[config.mk]
export PLATFORM = sky130hd
export DESIGN_NAME = dprp_top
export DESIGN_NICKNAME = d
export VERILOG_FILES = /design/src/pkg/dprp_pkg.sv /design/src/hdl/dprp_top.sv /design/src/hdl/dprp_sync.sv /design/src/hdl/dprp_bank.sv
export SDC_FILE = /design/constraint.sdc
export NUM_CORES = 1
export LEC_CHECK = 0
export BUFFER_PORTS_ARGS = -buffer_cell sky130_fd_sc_hd__buf_2
export CORE_AREA = 2 2 126 128
export DETAILED_ROUTE_END_ITERATION = 7
export DIE_AREA = 0 0 128 130
export PLACE_DENSITY = 0.91
export SYNTH_ARGS = -nofsm -noshare
export SYNTH_HDL_FRONTEND = slang
export SYNTH_SLANG_ARGS = --single-unit
export TNS_END_PERCENT = 50
[constraint.sdc]
create_clock -name clk -period 7.3 [get_ports clk]
set_input_delay 0.365 -clock clk [delete_from_list [all_inputs] [get_ports clk]]
set_output_delay 0.365 -clock clk [all_outputs]
set_load 0.02 [all_outputs]
[src/pkg/dprp_pkg.sv]
// constants and types for the ddr2 precharge, refresh and power down block
package dprp_pkg;
  // ----------------------------------------
  // types
  // ----------------------------------------
  typedef logic [7:0] dprp_cnt_t;
  typedef logic [12:0] dprp_row_t;
  typedef enum logic [2:0] {
    PW_RUN = 3'h0,
    PW_PD_PRE = 3'h1,
    PW_PD_ACT = 3'h2,
    PW_EXIT = 3'h3,
    PW_SELF = 3'h4,
    PW_SRX = 3'h5
  } dprp_pwr_t;

  // ----------------------------------------
  // command codes {cs, ras, cas, we}
  // ----------------------------------------
  localparam logic [3:0] CMD_PRE = 4'h2;
  localparam logic [3:0] CMD_REF = 4'h1;
  localparam logic [3:0] CMD_ACT = 4'h3;
  localparam logic [3:0] CMD_RD = 4'h5;
  localparam logic [3:0] CMD_WR = 4'h4;

  // ----------------------------------------
  // timing in memory clock cycles
  // ----------------------------------------
  localparam dprp_cnt_t CK_T_RAS = 8'h08;
  localparam dprp_cnt_t CK_T_RC = 8'h0b;
  localparam dprp_cnt_t CK_T_RP = 8'h03;
  localparam dprp_cnt_t CK_T_WR = 8'h03;
  localparam dprp_cnt_t CK_T_RFC = 8'h1a;
  localparam dprp_cnt_t CK_T_XSNR = 8'h1c;
  localparam dprp_cnt_t CK_DLL_LOCK = 8'hc8;
  localparam dprp_cnt_t CK_PD_EXIT = 8'h02;
  localparam dprp_cnt_t HALF_BURST_SHORT = 8'h02;
  localparam dprp_cnt_t HALF_BURST_LONG = 8'h04;

  // ----------------------------------------
  // self refresh interval on the system clock
  // ----------------------------------------
  localparam int T_REFI_NS = 7800;
  localparam int CLK_PERIOD_NS = 100;
  localparam dprp_cnt_t REFI_CYC = 8'(T_REFI_NS / CLK_PERIOD_NS);

  // ----------------------------------------
  // refresh row counter
  // ----------------------------------------
  localparam dprp_row_t ROW_RESET = 13'h0000;
  localparam dprp_row_t ROW_STEP = 13'h0002;
endpackage

[src/hdl/dprp_top.sv]
// ddr2 device command logic: precharge, auto precharge, refresh, power down
`timescale 1ns/10ps
module dprp_top (
  input logic clk,
  input logic sys_rst,
  input logic ddrCk,
  input logic cke,
  input logic csN,
  input logic rasN,
  input logic casN,
  input logic weN,
  input logic bankAddr0,
  input logic bankAddr1,
  input logic a10,
  input logic [2:0] addLat,
  input logic [2:0] casLat,
  input logic burst8,
  output logic [3:0] bankOpen,
  output logic [3:0] bankReady,
  output logic [3:0] autoPreStart,
  output logic prechargePd,
  output logic activePd,
  output logic selfRefresh,
  output logic dllOff,
  output logic refreshBusy,
  output dprp_pkg::dprp_row_t refreshRow
);
  import dprp_pkg::*;

  // ----------------------------------------
  // pad synchronisation and clock edge
  // ----------------------------------------
  logic [8:0] padS;
  logic ckS, ckeS, csS, rasS, casS, weS, ba0S, ba1S, a10S;
  logic ckPrev_q, ckPrev_d, ckTick;

  dprp_sync #(
    .W(9)
  ) u_sync (
    .clk(clk),
    .sys_rst(sys_rst),
    .d({ddrCk, cke, csN, rasN, casN, weN, bankAddr0, bankAddr1, a10}),
    .q(padS)
  );

  // unpack synchronised pads
  assign {ckS, ckeS, csS, rasS, casS, weS, ba0S, ba1S, a10S} = padS;
  assign ckPrev_d = ckS;
  assign ckTick = ckS && !ckPrev_q; // memory clock rise

  // ----------------------------------------
  // command decode
  // ----------------------------------------
  logic [3:0] cmdCode;
  logic [1:0] bankSel;
  logic cmdLive, isPre, isRef, isAct, isRd, isWr, anyOpen;
  dprp_cnt_t halfBurst, rdDelay, wrDelay, apDelay;
  dprp_pwr_t pwr_q, pwr_d;

  // commands heard only when running with cke high
  assign cmdLive = ckTick && ckeS && (pwr_q == PW_RUN);
  assign cmdCode = {csS, rasS, casS, weS};
  assign isPre = cmdCode == CMD_PRE;
  assign isRef = cmdCode == CMD_REF;
  assign isAct = cmdCode == CMD_ACT;
  assign isRd = cmdCode == CMD_RD;
  assign isWr = cmdCode == CMD_WR;
  assign bankSel = {ba0S, ba1S};
  assign anyOpen = |bankOpen;

  // auto precharge delays in memory clocks
  assign halfBurst = burst8 ? HALF_BURST_LONG : HALF_BURST_SHORT;
  assign rdDelay = {5'h00, addLat} + halfBurst;
  assign wrDelay = {5'h00, addLat} + {5'h00, casLat} - 8'h01 + halfBurst + CK_T_WR;
  assign apDelay = isWr ? wrDelay : rdDelay;

  // ----------------------------------------
  // banks
  // ----------------------------------------
  genvar gi;
  generate
    for (gi = 0; gi < 4; gi++)
    begin : g_bank
      dprp_bank u_bank (
        .clk(clk),
        .sys_rst(sys_rst),
        .ckTick(ckTick),
        .actIn(cmdLive && isAct && bankSel == 2'(gi)),
        .preIn(cmdLive && isPre && (a10S || bankSel == 2'(gi))),
        .apIn(cmdLive && (isRd || isWr) && a10S && bankSel == 2'(gi)),
        .apDelay(apDelay),
        .openQ(bankOpen[gi]),
        .readyQ(bankReady[gi]),
        .apStartQ(autoPreStart[gi])
      );
    end
  endgenerate

  // ----------------------------------------
  // power, refresh and dll state
  // ----------------------------------------
  dprp_cnt_t hold_q, hold_d, rfcCnt_q, rfcCnt_d;
  dprp_cnt_t refi_q, refi_d, dllCnt_q, dllCnt_d;
  dprp_row_t row_q, row_d;
  logic dllOff_q, dllOff_d, busy_q, busy_d;
  logic pdPre_q, pdPre_d, pdAct_q, pdAct_d, self_q, self_d;
  logic refLive;

  // refresh accepted only with every bank closed
  assign refLive = cmdLive && isRef && !anyOpen;

  // next state of power and refresh logic
  always_comb
  begin
    pwr_d = pwr_q;
    hold_d = hold_q;
    rfcCnt_d = rfcCnt_q;
    refi_d = refi_q;
    dllCnt_d = dllCnt_q;
    row_d = row_q;
    dllOff_d = dllOff_q;
    if (ckTick && rfcCnt_q != 8'h00)
      rfcCnt_d = rfcCnt_q - 8'h01;
    // dll relocks over stable clocks with cke high
    if (dllOff_q && pwr_q != PW_SELF && ckTick && ckeS)
    begin
      if (dllCnt_q >= CK_DLL_LOCK - 8'h01)
      begin
        dllOff_d = 1'b0;
        dllCnt_d = 8'h00;
      end
      else
        dllCnt_d = dllCnt_q + 8'h01;
    end
    unique case (pwr_q)
      PW_RUN:
      begin
        if (ckTick && !ckeS)
        begin
          if (isRef && !anyOpen)
          begin
            pwr_d = PW_SELF;
            dllOff_d = 1'b1;
            dllCnt_d = 8'h00;
            refi_d = 8'h00;
          end
          else
            pwr_d = anyOpen ? PW_PD_ACT : PW_PD_PRE;
        end
        else if (refLive)
        begin
          row_d = row_q + ROW_STEP;
          rfcCnt_d = CK_T_RFC;
        end
      end
      PW_PD_PRE, PW_PD_ACT:
      begin
        if (ckTick && ckeS)
        begin
          pwr_d = PW_EXIT;
          hold_d = CK_PD_EXIT - 8'h01;
        end
      end
      PW_EXIT:
      begin
        if (ckTick)
        begin
          if (hold_q <= 8'h01)
            pwr_d = PW_RUN;
          else
            hold_d = hold_q - 8'h01;
        end
      end
      PW_SELF:
      begin
        // internal refresh without the memory clock
        if (refi_q >= REFI_CYC - 8'h01)
        begin
          refi_d = 8'h00;
          row_d = row_q + ROW_STEP;
        end
        else
          refi_d = refi_q + 8'h01;
        if (ckeS)
        begin
          pwr_d = PW_SRX;
          hold_d = CK_T_XSNR;
        end
      end
      PW_SRX:
      begin
        if (ckTick)
        begin
          if (hold_q <= 8'h01)
            pwr_d = PW_RUN;
          else
            hold_d = hold_q - 8'h01;
        end
      end
      default:
        pwr_d = PW_RUN;
    endcase
    pdPre_d = pwr_d == PW_PD_PRE;
    pdAct_d = pwr_d == PW_PD_ACT;
    self_d = pwr_d == PW_SELF;
    busy_d = rfcCnt_d != 8'h00;
  end

  // power and refresh registers
  always_ff @(posedge clk)
  begin
    if (sys_rst)
    begin
      ckPrev_q <= 1'b0;
      pwr_q <= PW_RUN;
      hold_q <= 8'h00;
      rfcCnt_q <= 8'h00;
      refi_q <= 8'h00;
      dllCnt_q <= 8'h00;
      row_q <= ROW_RESET;
      dllOff_q <= 1'b0;
      busy_q <= 1'b0;
      pdPre_q <= 1'b0;
      pdAct_q <= 1'b0;
      self_q <= 1'b0;
    end
    else
    begin
      ckPrev_q <= ckPrev_d;
      pwr_q <= pwr_d;
      hold_q <= hold_d;
      rfcCnt_q <= rfcCnt_d;
      refi_q <= refi_d;
      dllCnt_q <= dllCnt_d;
      row_q <= row_d;
      dllOff_q <= dllOff_d;
      busy_q <= busy_d;
      pdPre_q <= pdPre_d;
      pdAct_q <= pdAct_d;
      self_q <= self_d;
    end
  end

  // outputs straight from registers
  assign prechargePd = pdPre_q;
  assign activePd = pdAct_q;
  assign selfRefresh = self_q;
  assign dllOff = dllOff_q;
  assign refreshBusy = busy_q;
  assign refreshRow = row_q;
endmodule

[src/hdl/dprp_sync.sv]
// two flip-flop synchroniser for pad inputs
`timescale 1ns/10ps
module dprp_sync #(
  parameter int W = 1
) (
  input logic clk,
  input logic sys_rst,
  input logic [W-1:0] d,
  output logic [W-1:0] q
);
  logic [W-1:0] meta_q;

  // first stage read only by second stage
  always_ff @(posedge clk)
  begin
    if (sys_rst)
    begin
      meta_q <= '0;
      q <= '0;
    end
    else
    begin
      meta_q <= d;
      q <= meta_q;
    end
  end
endmodule

[src/hdl/dprp_bank.sv]
// one bank: open state, tras/trc/trp timers and auto precharge
`timescale 1ns/10ps
module dprp_bank (
  input logic clk,
  input logic sys_rst,
  input logic ckTick,
  input logic actIn,
  input logic preIn,
  input logic apIn,
  input dprp_pkg::dprp_cnt_t apDelay,
  output logic openQ,
  output logic readyQ,
  output logic apStartQ
);
  import dprp_pkg::*;

  dprp_cnt_t rasCnt_q, rasCnt_d, rcCnt_q, rcCnt_d;
  dprp_cnt_t rpCnt_q, rpCnt_d, apCnt_q, apCnt_d;
  logic apPend_q, apPend_d, open_q, open_d;
  logic ready_q, ready_d, apStart_q, apStart_d;
  logic rasMet, apFire;

  // auto precharge waits for its delay and for tras
  // met on the tick that brings the count to its limit
  assign rasMet = rasCnt_q >= CK_T_RAS - 8'h01;
  assign apFire = apPend_q && ckTick && (apCnt_q <= 8'h01) && rasMet;

  // next state of bank timers
  always_comb
  begin
    rasCnt_d = rasCnt_q;
    rcCnt_d = rcCnt_q;
    rpCnt_d = rpCnt_q;
    apCnt_d = apCnt_q;
    apPend_d = apPend_q;
    open_d = open_q;
    if (actIn)
    begin
      rasCnt_d = 8'h00;
      rcCnt_d = 8'h00;
      open_d = 1'b1;
    end
    else
    begin
      if (ckTick && rasCnt_q < CK_T_RAS)
        rasCnt_d = rasCnt_q + 8'h01;
      if (ckTick && rcCnt_q < CK_T_RC)
        rcCnt_d = rcCnt_q + 8'h01;
    end
    if (apIn)
    begin
      apPend_d = 1'b1;
      apCnt_d = apDelay;
    end
    else if (apFire || preIn)
      apPend_d = 1'b0;
    else if (ckTick && apCnt_q != 8'h00)
      apCnt_d = apCnt_q - 8'h01;
    if (preIn || apFire)
    begin
      open_d = 1'b0;
      rpCnt_d = 8'h00;
    end
    else if (ckTick && rpCnt_q < CK_T_RP)
      rpCnt_d = rpCnt_q + 8'h01;
    apStart_d = apFire;
    ready_d = (rpCnt_d >= CK_T_RP) && (rcCnt_d >= CK_T_RC) && !open_d;
  end

  // bank registers
  always_ff @(posedge clk)
  begin
    if (sys_rst)
    begin
      rasCnt_q <= CK_T_RAS;
      rcCnt_q <= CK_T_RC;
      rpCnt_q <= CK_T_RP;
      apCnt_q <= 8'h00;
      apPend_q <= 1'b0;
      open_q <= 1'b0;
      ready_q <= 1'b1;
      apStart_q <= 1'b0;
    end
    else
    begin
      rasCnt_q <= rasCnt_d;
      rcCnt_q <= rcCnt_d;
      rpCnt_q <= rpCnt_d;
      apCnt_q <= apCnt_d;
      apPend_q <= apPend_d;
      open_q <= open_d;
      ready_q <= ready_d;
      apStart_q <= apStart_d;
    end
  end

  assign openQ = open_q;
  assign readyQ = ready_q;
  assign apStartQ = apStart_q;
endmodule

# Word level (Yosys, flattened, before mapping)
# Index checks and enable logic that the tools add are counted.
# W data, S select, Z words.
dict set report totals {
  register_bits 216
  in_bits 18
  output_inout_bits 30
  elab_cells 341
}
dict set report classes {
  addsub 26
  order_cmp 31
  eq_ne 30
  n_mux 89
  n_reduce_logical 115
}
# cell n
set op_table {}
lappend op_table {{$mux W8} 45}
lappend op_table {{$add A8 B1 Y8 const B} 14}
lappend op_table {{$lt A8 B4 Y1 const B} 8}
lappend op_table {{$logic_and A1 B1 Y1} 63}
lappend op_table {{$reduce_bool A8 Y1} 6}
lappend op_table {{$sub A8 B1 Y8 const B} 6}
lappend op_table {{$le A8 B1 Y1 const B} 5}
lappend op_table {{$mux W13} 3}
lappend op_table {{$ge A8 B2 Y1 const B} 4}
lappend op_table {{$ge A8 B3 Y1 const B} 4}
lappend op_table {{$ge A8 B4 Y1 const B} 4}
lappend op_table {{$lt A8 B2 Y1 const B} 4}
lappend op_table {{$mux W4} 8}
lappend op_table {{$pmux W13 S2} 1}
lappend op_table {{$reduce_bool A2 Y1} 13}
lappend op_table {{$pmux W8 S3} 1}
lappend op_table {{$mux W1} 21}
lappend op_table {{$mux W3} 7}
lappend op_table {{$ne A2 B1 Y1 const B} 8}
lappend op_table {{$pmux W8 S2} 1}
lappend op_table {{$add A13 B2 Y13 const B} 1}
lappend op_table {{$pmux W3 S4} 1}
lappend op_table {{$reduce_or A2 Y1} 6}
lappend op_table {{$ne A2 B2 Y1 const B} 5}
lappend op_table {{26 further kinds} 52}

# Logic depth before layout (Yosys ltp)
# Gate-level depths: netlist of the first run.
dict set report depth {
  word_depth 11
  depth_mapped 16
  ltp_nobuf 16
}

# Modules after synthesis
# A second synthesis of the first run with hierarchy kept.
dict set report unflattened {
  hier_cells 1124
  area_unflattened_um2 10445.0
}
# mod instances cells_each area_each_um2 seq_area_each_um2
set modules_own_cells {}
lappend modules_own_cells {dprp_bank 4 171 1655.3 720.7}
lappend modules_own_cells {dprp_top 1 403 3334.4 1061.0}
lappend modules_own_cells {dprp_sync 1 37 489.2 360.3}

# Worst setup path after synthesis of the first run
# No wires, ideal clock.
dict set report synth_path {
  path_type {input-to-reg}
  startpoint {input addLat[1]}
  endpoint {register g_bank[0].u_bank.apCnt_q[3]}
  setup_ns 0.086
  t_arrival_ns 2.797
  t_required_ns 7.214
  setup_slack_ns 4.418
  cell_stages 12
  n_path_buf 0
  cell_sequence {inv_1 -> ha_1 -> inv_1 -> ha_1 -> fa_1 -> ha_1 -> inv_1 -> fa_1 -> xor2_1 -> o21ai_0 -> nor2_1 -> a211oi_1}
}
dict set report synth_via {
  elab_chain_len 6
  elab_cells_between_ends 7
  classes_between {add/sub: 5; mux: 2}
}
# item line_no
set synth_rtl {}
lappend synth_rtl {{start, declared} dprp_top.sv:15} ;# input logic [2:0] addLat,
lappend synth_rtl {{$add A3 B3 Y4} dprp_top.sv:74} ;# assign wrDelay = {5'h00, addLat} + {5'h00, casLat} - 8'h01 + halfBurst + CK_T_WR;
lappend synth_rtl {{$sub A4 B1 Y5} dprp_top.sv:74}
lappend synth_rtl {{$add A5 B4 Y6} dprp_top.sv:74}
lappend synth_rtl {{$add A6 B3 Y7} dprp_top.sv:74}
lappend synth_rtl {{$mux W8 (*)} dprp_top.sv:75} ;# assign apDelay = isWr ? wrDelay : rdDelay;
lappend synth_rtl {{$mux W8 (*)} dprp_bank.sv:50} ;# if (apIn)
lappend synth_rtl {{end signal, assigned} dprp_bank.sv:89} ;# apCnt_q <= apCnt_d;
lappend synth_rtl {{end, declared} dprp_bank.sv:18} ;# dprp_cnt_t rpCnt_q, rpCnt_d, apCnt_q, apCnt_d;
# Mark *: on every way between the ends. The rest lies on a longest branch, timed or not.
# A chain may end at the register's enable or synchronous reset.

# Worst setup path after layout of the first run
dict set report layout_path {
  startpoint {input addLat[1]}
  endpoint {register g_bank[1].u_bank.apCnt_q[3]}
}
dict set report layout_via {
  elab_chain_len 6
  elab_cells_between_ends 7
  classes_between {add/sub: 5; mux: 2}
}
# item line_no
set layout_rtl {}
lappend layout_rtl {{$add A3 B3 Y4} dprp_top.sv:74}
lappend layout_rtl {{$sub A4 B1 Y5} dprp_top.sv:74}
lappend layout_rtl {{$add A5 B4 Y6} dprp_top.sv:74}
lappend layout_rtl {{$add A6 B3 Y7} dprp_top.sv:74}
lappend layout_rtl {{$mux W8 (*)} dprp_top.sv:75}
lappend layout_rtl {{$mux W8 (*)} dprp_bank.sv:50}
lappend layout_rtl {{end signal, assigned} dprp_bank.sv:89}
lappend layout_rtl {{end, declared} dprp_bank.sv:18}
# Marked as above.

==> flow_summary.toml, run 1 <==
[status]
outcome = "finished, final reports clean"

[cts]
max-clock-path-buffers = 3
cts_root_buffer = "clkbuf_16"
post-cts-setup-buffers = 0
ctsResizeCount = 0
postCtsHoldBufs = 0
clkLatencyLatePin_ns = 0.50
cts_tree = "built"
clock-sinks = 215
cts_made_buffers = 22
ctsHtreeMaxLevel = 1
clk_pin_slew_worst_paths_ns = 0.07

[worst_setup_path]
critPathBufInv = 4
critPathKind = "in -> reg"
path_cells = "buf_2, inv_1, ha_1, inv_1, ha_1, fa_1, ha_1, inv_1, fa_1, xor2_1, o21ai_0, nor2_1, a211oi_1"
arrival_ns = 3.41
slowest_stage = "o21ai_0"
cp.required_ns = 7.71
cp-start-kind = "primary input"
crit_family = "adder cells"
max_stage_delay_ns = 0.50
crit_path_max_fanout = 4
cp-end-kind = "flop"

[sta]
period_share = 0.4113
finalSetupTns_ns = 0
skew_ns = 0.009436
fmax_mhz = 333.1
slew-limit-headroom = 0.3084
finalWorstSetupSlack_ns = 4.298
worst_slew_pin_slew_ns = 1.027
drv_slew = 0
hold_violations = 0
whs_ns = 0.07411
rsz0062_at_grt = "no"
finalSetupViolations = 0
period_minus_slack_ns = 3.002

[power]
totalPowerFinal_mw = 2.506
powerDensity_nw_per_um2 = 230.7
peakVddDrop_mv = 0.1799
p_leak_nw = 4.384

[detailed_routing]
drtPass1Iterations = 5
vias = 7866
vias_per_cell = 5.932
drt_wl_total_um = 21490
drc = 0
routedWlPerCell_um = 16.21
ant_nets = 0
drtIter0Drc = 542

[floorplan]
initial_core_util = 0.6404
io_pins = 48
dieArea_um2 = 16640
core_area_um2 = 15420
die_x_um = 128
row_count = 46
chipHeight_um = 130

[synth]
synth_area_um2 = 9878
yosys.area.top_type_share = 0.4357
synth_nets = 1158
synth_edf_count = 0
seq_area_frac_synth = 0.4357
async_reset_ff_frac = 0
yosysTopAreaCell = "dfxtp_1"
avgSynthCellArea_um2 = 9.005
synth_ff_type = "dfxtp_1"
synthTopCellsByArea = "dfxtp_1 44%, ha_1 5.1%, nor2_1 4.7%"
yosysUniqueCellTypes = 81
ys_seq_elements = 215
syn_inst = 1097
ys_warn_count = 0

[cells_and_area]
num_antenna_cells = 0
final_area_um2 = 10860
fill_cells = 1116
layout_common_cells = "215 x dfxtp_1, 123 x nor2_1, 62 x nand2_1"
fin_nets = 1181
areaGrowthSynthToFinish_pct = 9.968
drive_above_1_share = 0.1102
mostFrequentLayoutCell = "dfxtp_1"

[placement]
dp_slack_ns = 3.909
routabilityCongestion = 0.9294
dpl-instance-area_um2 = 10130
portBuffers = 46
hpwlAfterDp_um = 14130

[global_routing]
grtUsageTotal = 0.2621
grt_overflow_total = 0
grt_max_degree = 47
antenna_found_initial = 0
grt_pass1_vias = 7831
grt_pass1_wl_um = 36000

[min_path]
hp-class = "in -> reg"

[run]
drv_cap = 0
## final timing paths
path | from | end | slack (ns) | depth (start not counted)
worst min-delay path | ddrCk | u_sync.meta_q[8] | 0.07 | 2
worst min register to register | g_bank[0].u_bank.rpCnt_q[3] | g_bank[0].u_bank.rpCnt_q[3] | 0.43 | 2
worst max register to register | u_sync.q[6] | g_bank[2].u_bank.apCnt_q[1] | 4.45 | 6
worst max-delay path | addLat[1] | g_bank[1].u_bank.apCnt_q[3] | 4.30 | 13
## metrics by stage
step           cells  utilization
2_1_floorplan   1097            -
3_3_place_gp    1288       0.6567
3_5_place_dp    1288       0.6567
4_1_cts         1326       0.7043
5_1_grt         1326       0.7043
6_report        1326       0.7043
## kinds of logic (layout without fill, tap and decap cells)
logic type	count (synthesis)	count (layout)	share of synthesized area
compound gates	179	179	0.1229
simple gates	454	454	0.2486
mux	18	18	0.01938
xor+xnor	76	76	0.06738
flops	215	215	0.4357
buf+inv	110	147	0.04788
other cells	1	1	0.0003796
fa+ha+maj	44	44	0.05776
## final cells by class
cell class                 instances  area, µm²  area share
timing repair buffer              50      260.3     0.02396
clock inverter                     7      67.56    0.006220
inverter                          59      221.5     0.02039
sequential                       215       4304      0.3962
multi-input combinational        772       5104      0.4698
tap                              192      240.2     0.02211
clock buffer                      31      665.6     0.06128
## registers in the layout (all words and copies together) (netlist names)
name                    flops
u_sync.meta_q               9
rfcCnt_q                    8
g_bank.u_bank.apStartQ      4
g_bank.u_bank.openQ         4
u_sync.q                    9
g_bank.u_bank.readyQ        4
ckPrev_q                    1
selfRefresh                 1
g_bank.u_bank.apPend_q      4
g_bank.u_bank.apCnt_q      32
prechargePd                 1
g_bank.u_bank.rpCnt_q      32
hold_q                      8
refreshBusy                 1
refreshRow                 12
dllCnt_q                    8
pwr_q                       3
activePd                    1
dllOff                      1
refi_q                      8
g_bank.u_bank.rasCnt_q     32
g_bank.u_bank.rcCnt_q      32
## per-layer routing
metal,up-vias,share of wire,global-route usage
li1,3843,-,-
met1,3736,0.43,0.3190
met2,232,0.48,0.4589
met3,55,0.058,0.05002
met4,0,0.028,0.1080
met5,-,0,0
## synthesized netlist by cell type (4+ instances only)
cell and n:
inv_1 59, or3_1 6, a31oi_1 5, a21oi_1 42, and2_1 49, o21ai_0 46
nand4_1 14, nor2_1 123, ha_1 40, nor4_2 6, o31ai_1 6, xnor2_1 40
o21a_1 5, o2111ai_1 5, nor2b_1 28, nor3b_1 9, buf_2 9, nand2_1 62
or2_2 10, a21o_1 4, xor2_1 36, nor3_1 29, or4_1 7, nand2b_1 15
nand3_1 28, buf_4 13, mux2i_1 12, dfxtp_1 215, a41oi_1 10, nor4_1 22
clkbuf_1 28, a211oi_1 21, a311oi_1 4, and3_1 17
## report_power, final
group / leakage [nW] / internal (mW) / switching [mW] / total [mW]
clock: 0.355 / 0.669 / 0.454 / 1.12
sequential: 1.74 / 1.19 / 0.0168 / 1.21
combinational: 2.29 / 0.0704 / 0.105 / 0.175
## worst reg2reg max path, delay by kind of cell (launching register included)
kind,cells,cell delay [ns]
mux,1,0.40
simple gates,2,0.92
flops,1,0.40
compound gates,3,1.05
No activity file was read; power rests on OpenSTA's default activity.
==> inputs of run 2 (changes only) <==
--- a/config.mk
+++ b/config.mk
@@ -5,11 +5,12 @@
 export SDC_FILE = /design/constraint.sdc
 export NUM_CORES = 1
 export LEC_CHECK = 0
+export ABC_AREA = 1
 export BUFFER_PORTS_ARGS = -buffer_cell sky130_fd_sc_hd__buf_2
-export CORE_AREA = 2 2 126 128
+export CORE_AREA = 2 2 135 137
 export DETAILED_ROUTE_END_ITERATION = 7
-export DIE_AREA = 0 0 128 130
-export PLACE_DENSITY = 0.91
+export DIE_AREA = 0 0 137 139
+export PLACE_DENSITY = 0.87
 export SYNTH_ARGS = -nofsm -noshare
 export SYNTH_HDL_FRONTEND = slang
 export SYNTH_SLANG_ARGS = --single-unit
==> constraint.sdc (replaced) <==
create_clock -name clk -period 3 [get_ports clk]
set_input_delay 0.15 -clock clk [delete_from_list [all_inputs] [get_ports clk]]
set_output_delay 0.15 -clock clk [all_outputs]
set_load 0.02 [all_outputs]
==> run 2 against run 1 <==
Against the previous run:
- critical path depth increased by 2
- combinational power rose to 3.6 times the previous value
- worst hold slack gained 0.21 ns
- largest cell class unchanged
- highest routed layer unchanged
==> flow_summary.toml, run 2 <==
[status]
outcome = "finished, final reports clean"

[cts]
post-cts-setup-buffers = 0
cts_made_buffers = 23
ctsHtreeMaxLevel = 1
ctsResizeCount = 0
cts_tree = "built"
clkLatencyLatePin_ns = 0.51
max-clock-path-buffers = 3
clk_pin_slew_worst_paths_ns = 0.07
cts_root_buffer = "clkbuf_16"
clock-sinks = 215

[worst_setup_path]
crit_path_max_fanout = 4
cpMostUsedCell = "inv_1"
max_stage_delay_ns = 0.53
path_cells = "buf_2, inv_1, ha_1, inv_1, ha_1, fa_1, ha_1, inv_1, fa_1, inv_1, o21ai_0, buf_4, nor2_1, a31oi_1, a21oi_1"
arrival_ns = 2.78
critPathKind = "in -> reg"
slowest_stage = "fa_1"
cp-end-kind = "flop"
cp-start-kind = "primary input"
cp.required_ns = 3.35

[floorplan]
io_pins = 48
die_x_um = 137
initial_core_util = 0.6076
core_area_um2 = 17660
row_count = 49
dieArea_um2 = 19040
chipHeight_um = 139

[synth]
synth_nets = 1592
synth_most_common_cell = "nand2_1"
yosys.area.top_type_share = 0.4012
ys_warn_count = 0
synth_edf_count = 0
synth_area_um2 = 10730
synthTopCellsByArea = "dfxtp_1 40%, nand2_1 11%, inv_1 8.2%"
yosysTopAreaCell = "dfxtp_1"
avgSynthCellArea_um2 = 7.007
ys_seq_elements = 215
synth_ff_type = "dfxtp_1"
yosysUniqueCellTypes = 47
syn_inst = 1531
seq_area_frac_synth = 0.4012
async_reset_ff_frac = 0
yosys-top-cells-count = "317 x nand2_1, 234 x inv_1, 226 x nor2_1"

[power]
peakVddDrop_mv = 0.4427
powerDensity_nw_per_um2 = 546.9
p_leak_nw = 5.572
totalPowerFinal_mw = 6.537

[placement]
routabilityCongestion = 0.8818
portBuffers = 46
hpwlAfterDp_um = 16560

[detailed_routing]
routedWlPerCell_um = 13.00
wl_met1_um = 10230
drt_wl_total_um = 23690
vias = 9745
drc = 0
dr.max_layer_used = "met4"
met2_length_um = 11620
ant_nets = 0
vias_per_cell = 5.346
drtPass1Iterations = 5
met3_wirelength_um = 1480
drtIter0Drc = 760

[cells_and_area]
layout_common_cells = "317 x nand2_1, 234 x inv_1, 226 x nor2_1"
num_antenna_cells = 0
fin_nets = 1638
drive_above_1_share = 0.08469
mostFrequentLayoutCell = "nand2_1"
areaGrowthSynthToFinish_pct = 11.42

[sta]
fmax_mhz = 411.9
finalSetupViolations = 0
drv_slew = 0
finalSetupTns_ns = 0
period_share = 0.8093
period_minus_slack_ns = 2.428
skew_ns = 0.01060
rsz0062_at_grt = "no"
hold_violations = 0
worst_slew_pin_slew_ns = 0.9222
slew-limit-headroom = 0.3852

[run]
drv_cap = 0

[global_routing]
grt_overflow_total = 0
grt_pass1_vias = 9043
antenna_found_initial = 0
grt_pass1_wl_um = 39480
grtUsageTotal = 0.2476
grt_max_degree = 92

[min_path]
hp-class = "in -> reg"
run 2: path summary, 6_finish.rpt:
path	start	depth (start not counted)	endpoint	slack [ns]
setup / recovery	addLat[1]	15	g_bank[2].u_bank.apCnt_q[2]	0.57
hold / removal	addLat[0]	8	g_bank[3].u_bank.apCnt_q[0]	0.28
setup reg to reg	u_sync.q[8]	11	g_bank[2].u_bank.readyQ	0.66
hold reg to reg	u_sync.meta_q[4]	2	u_sync.q[4]	0.40
run 2: cell families after synthesis:
family,after synthesis,synth area share
AO/OA/AOI/OAI,179,0.09179
XOR/XNOR,45,0.03674
adder cells (fa/ha/maj),43,0.05225
buffers and inverters,291,0.1099
flip-flops,215,0.4012
multiplexers,1,0.0009331
other,1,0.0003496
AND/OR/NAND/NOR,756,0.3069
run 2: report_power, final:
| group | total (mW) | internal [mW] | switching, mW |
|---|---|---|---|
| Clock | 2.95 | 1.76 | 1.20 |
| Sequential | 2.95 | 2.91 | 0.0441 |
| Combinational | 0.632 | 0.229 | 0.403 |
| Total | 6.54 | 4.89 | 1.64 |
run 2: layout make-up:
class / instances / area [µm²]
clock inverters: 15 / 176.4
fillers: 1416 / 5704
repair buffers: 63 / 385.4
well taps: 229 / 286.5
inverters: 249 / 934.6
clock buffers: 27 / 620.6
flip-flops and latches: 215 / 4304
multi-input cells: 1025 / 5245
run 2: critical path: cells and delay by family:
family / cells / cell delay [ns]
fa+ha+maj: 5 / 1.76
buf+inv: 6 / 0.43
compound gates: 3 / 0.39
simple gates: 1 / 0.04
run 2: stage by stage:
step | cells | util | setup slack [ns] | hold slack (ns) | cell area [µm²]
3_5_place_dp | 1771 | 0.6261 | 0.03721 | 0.3558 | 11060
5_1_grt | 1823 | 0.6769 | 0.4098 | 0.3634 | 11950
4_1_cts | 1823 | 0.6769 | 0.5639 | 0.2664 | 11950
2_1_floorplan | 1531 | - | 0.3357 | 0.2570 | 10730
6_report | 1823 | 0.6769 | 0.5722 | 0.2815 | 11950
3_3_place_gp | 1771 | 0.6261 | 0.1370 | 0.3504 | 11060
run 2: what timing repair did:
action	CTS	global route
endpoints found under the setup margin	0	0
hold buffers	10	0
hold endpoints to repair	17	0
run 2: per-layer routing:
| layer | track usage | vias up |
|---|---|---|
| li1 | - | 4935 |
| met1 | 0.3176 | 4475 |
| met2 | 0.4334 | 305 |
| met3 | 0.03326 | 30 |
| met4 | 0.06728 | 0 |
| met5 | 0 | - |
==> inputs of run 3 (changes only) <==
==> constraint.sdc (replaced) <==
create_clock -name clk -period 2.45 [get_ports clk]
set_input_delay 0.1225 -clock clk [delete_from_list [all_inputs] [get_ports clk]]
set_output_delay 0.1225 -clock clk [all_outputs]
set_load 0.02 [all_outputs]
==> run 3 against run 2 <==
Against the previous run:
- count of clock-buffer cells in the layout grew 7
- global-route usage grew 1.1 points
- core utilization grew 1.4 points
- power grew 30%
- final area grew 2.1%
- register-to-register slack lost 0.41 ns
- worst hold slack gained 0.062 ns
- sequential share of layout area shrank 0.75 points
- die area is the same
- clock power grew 37%
- largest cell class unchanged
==> flow_summary.toml, run 3 (same netlist as run 2, synthesis figures left out) <==
[placement]
dpl-instance-area_um2 = 11180
placed_cells = 1783
portBuffers = 46
hpwlAfterDp_um = 16450
routabilityCongestion = 0.8925

[status]
outcome = "finished, final reports clean"

[cells_and_area]
num_antenna_cells = 0
final_area_um2 = 12210
fin_cells = 1838
fill_cells = 1392
multi_input_area_um2 = 5284
fin_nets = 1652
areaGrowthSynthToFinish_pct = 13.79
drive_above_1_share = 0.09758
regArea_um2 = 4304
mostFrequentLayoutCell = "nand2_1"
layout_common_cells = "317 x nand2_1, 229 x inv_1, 225 x nor2_1"

[floorplan]
dieArea_um2 = 19040
core_area_um2 = 17660
initial_core_util = 0.6076
row_count = 49
die_x_um = 137
chipHeight_um = 139
io_pins = 48

[sta]
finalSetupViolations = 0
slew-limit-headroom = 0.6082
drv_slew = 0
fmax_mhz = 440.7
period_minus_slack_ns = 2.269
period_share = 0.9261
skew_ns = 0.009915
rsz0062_at_grt = "no"
worst_slew_pin_slew_ns = 0.5832
hold_violations = 0

[power]
power_frac_clock = 0.477
peakVddDrop_mv = 0.6406
switching_share = 0.2353
power.switching_mw = 1.996
combPwrFrac = 0.097
p_seq_frac = 0.426
totalPowerFinal_mw = 8.482
p_leak_nw = 5.685
powerDensity_nw_per_um2 = 694.9
internal-power_mw = 6.487

[worst_setup_path]
cp-end-kind = "flop"
critPathBufInv = 4
critPathKind = "in -> reg"
slowest_stage = "fa_1"
regToRegSetupSlack_ns = 0.25
worstReg2RegEnd = "g_bank[2].u_bank.apCnt_q[6]"
crit_path_max_fanout = 5
cp_num_cells = 15
arrival_ns = 2.70
cp.required_ns = 2.88
cp-start-kind = "primary input"
max_stage_delay_ns = 0.45
r2r-start = "g_bank[2].u_bank.apCnt_q[0]"
path_cells = "buf_2, inv_2, ha_4, inv_2, ha_4, fa_1, ha_1, ha_1, nand3_1, nand3_1, inv_1, nand3_2, nor2_2, a31oi_1, a21oi_1"
crit_family = "adder cells"
r2r_cells = 14

[run]
drv_cap = 0

[detailed_routing]
drtPass1Iterations = 7
drc = 0
drtIter0Drc = 636
ant_nets = 0
drt_wl_total_um = 24010
vias = 9780
vias_per_cell = 5.321
routedWlPerCell_um = 13.07

[cts]
cts_root_buffer = "clkbuf_16"
clk_pin_slew_worst_paths_ns = 0.06
clkLatencyLatePin_ns = 0.51
max-clock-path-buffers = 3
post-cts-setup-buffers = 0
ctsHtreeMaxLevel = 1
clock-sinks = 215
cts_tree = "built"
cts_made_buffers = 24

[global_routing]
grt_pass1_vias = 9437
grt_pass1_wl_um = 41680
grt_overflow_total = 0
grtUsageTotal = 0.2588
antenna_found_initial = 0
grt_max_degree = 53

[min_path]
hp-start = "addLat[0]"
min_delay_path_depth = 9
hold-path-endpoint = "g_bank[3].u_bank.apCnt_q[0]"
hp-class = "in -> reg"
==> run 3: cell count changes in the layout (fill, tap and decap cells not counted), moves of 3 or more <==
cell / delta
buf_4: +12
bufinv_16: +3
clkbuf_1: +3
clkbuf_8: +3
inv_1: -5
inv_2: +4
==> run 3: timing repair <==
item                                   4_1_cts  5_1_grt
endpoints found under the hold margin       21        0
hold buffers                                11        0
setup endpoints to repair                    0        3
gates resized for setup                      0        2
==> run 3: power by group through the flow <==
stage / Combinational (mW) / Sequential, mW / Clock, mW
detailed placement: 0.783 / 3.69 / 0
global route: 0.926 / 3.62 / 4.24
floorplan: 0.586 / 3.68 / 0
finish: 0.822 / 3.61 / 4.05
global placement: 0.754 / 3.68 / 0
CTS: 0.813 / 3.61 / 4.09
==> run 3: final cells by class <==
cell class | count | share of cell area
Multi-Input combinational cell | 1025 | 0.4329
Sequential cell | 215 | 0.3526
Tap cell | 229 | 0.02347
Timing Repair Buffer | 76 | 0.03977
Clock buffer | 34 | 0.05720
Clock inverter | 10 | 0.01732
Inverter | 249 | 0.07677
==> run 3: worst max path at each step <==
stage,from,to,slack [ns]
floorplan,addLat[1],g_bank[0].u_bank.apCnt_q[2],0.004
global placement,addLat[1],g_bank[2].u_bank.apCnt_q[6],-0.27
detailed placement,addLat[1],g_bank[0].u_bank.apCnt_q[6],-0.35
CTS,addLat[1],g_bank[2].u_bank.apCnt_q[7],0.15
global route,addLat[1],g_bank[0].u_bank.apCnt_q[4],0.04
finish,addLat[1],g_bank[2].u_bank.apCnt_q[6],0.18
==> run 3: through the flow <==
stage	setup slack (ns)	hold slack [ns]	util	TNS, ns
2_1_floorplan	0.003651	0.2295	-	0
3_3_place_gp	-0.2745	0.3222	0.6331	-4.407
3_5_place_dp	-0.3505	0.3271	0.6331	-5.929
4_1_cts	0.1452	0.3251	0.6909	0
5_1_grt	0.04192	0.3972	0.6913	0
6_report	0.1809	0.3430	0.6913	0
==> run 3: worst register-to-register path, delay by kind of cell, from the launching register on <==
kind                       cells  cell delay (ns)
and+or+nand+nor                8             1.01
buffers and inverters          4             0.37
DFF                            1             0.36
adders and majority gates      1             0.25
AOI/OAI and AO/OA              1             0.08
==> run 3: routing by layer <==
layer	global-route usage	share of wire	up-vias
li1	-	-	4959
met1	0.3248	0.42	4481
met2	0.4506	0.50	281
met3	0.03582	0.055	59
met4	0.09061	0.027	0
met5	0	0	-
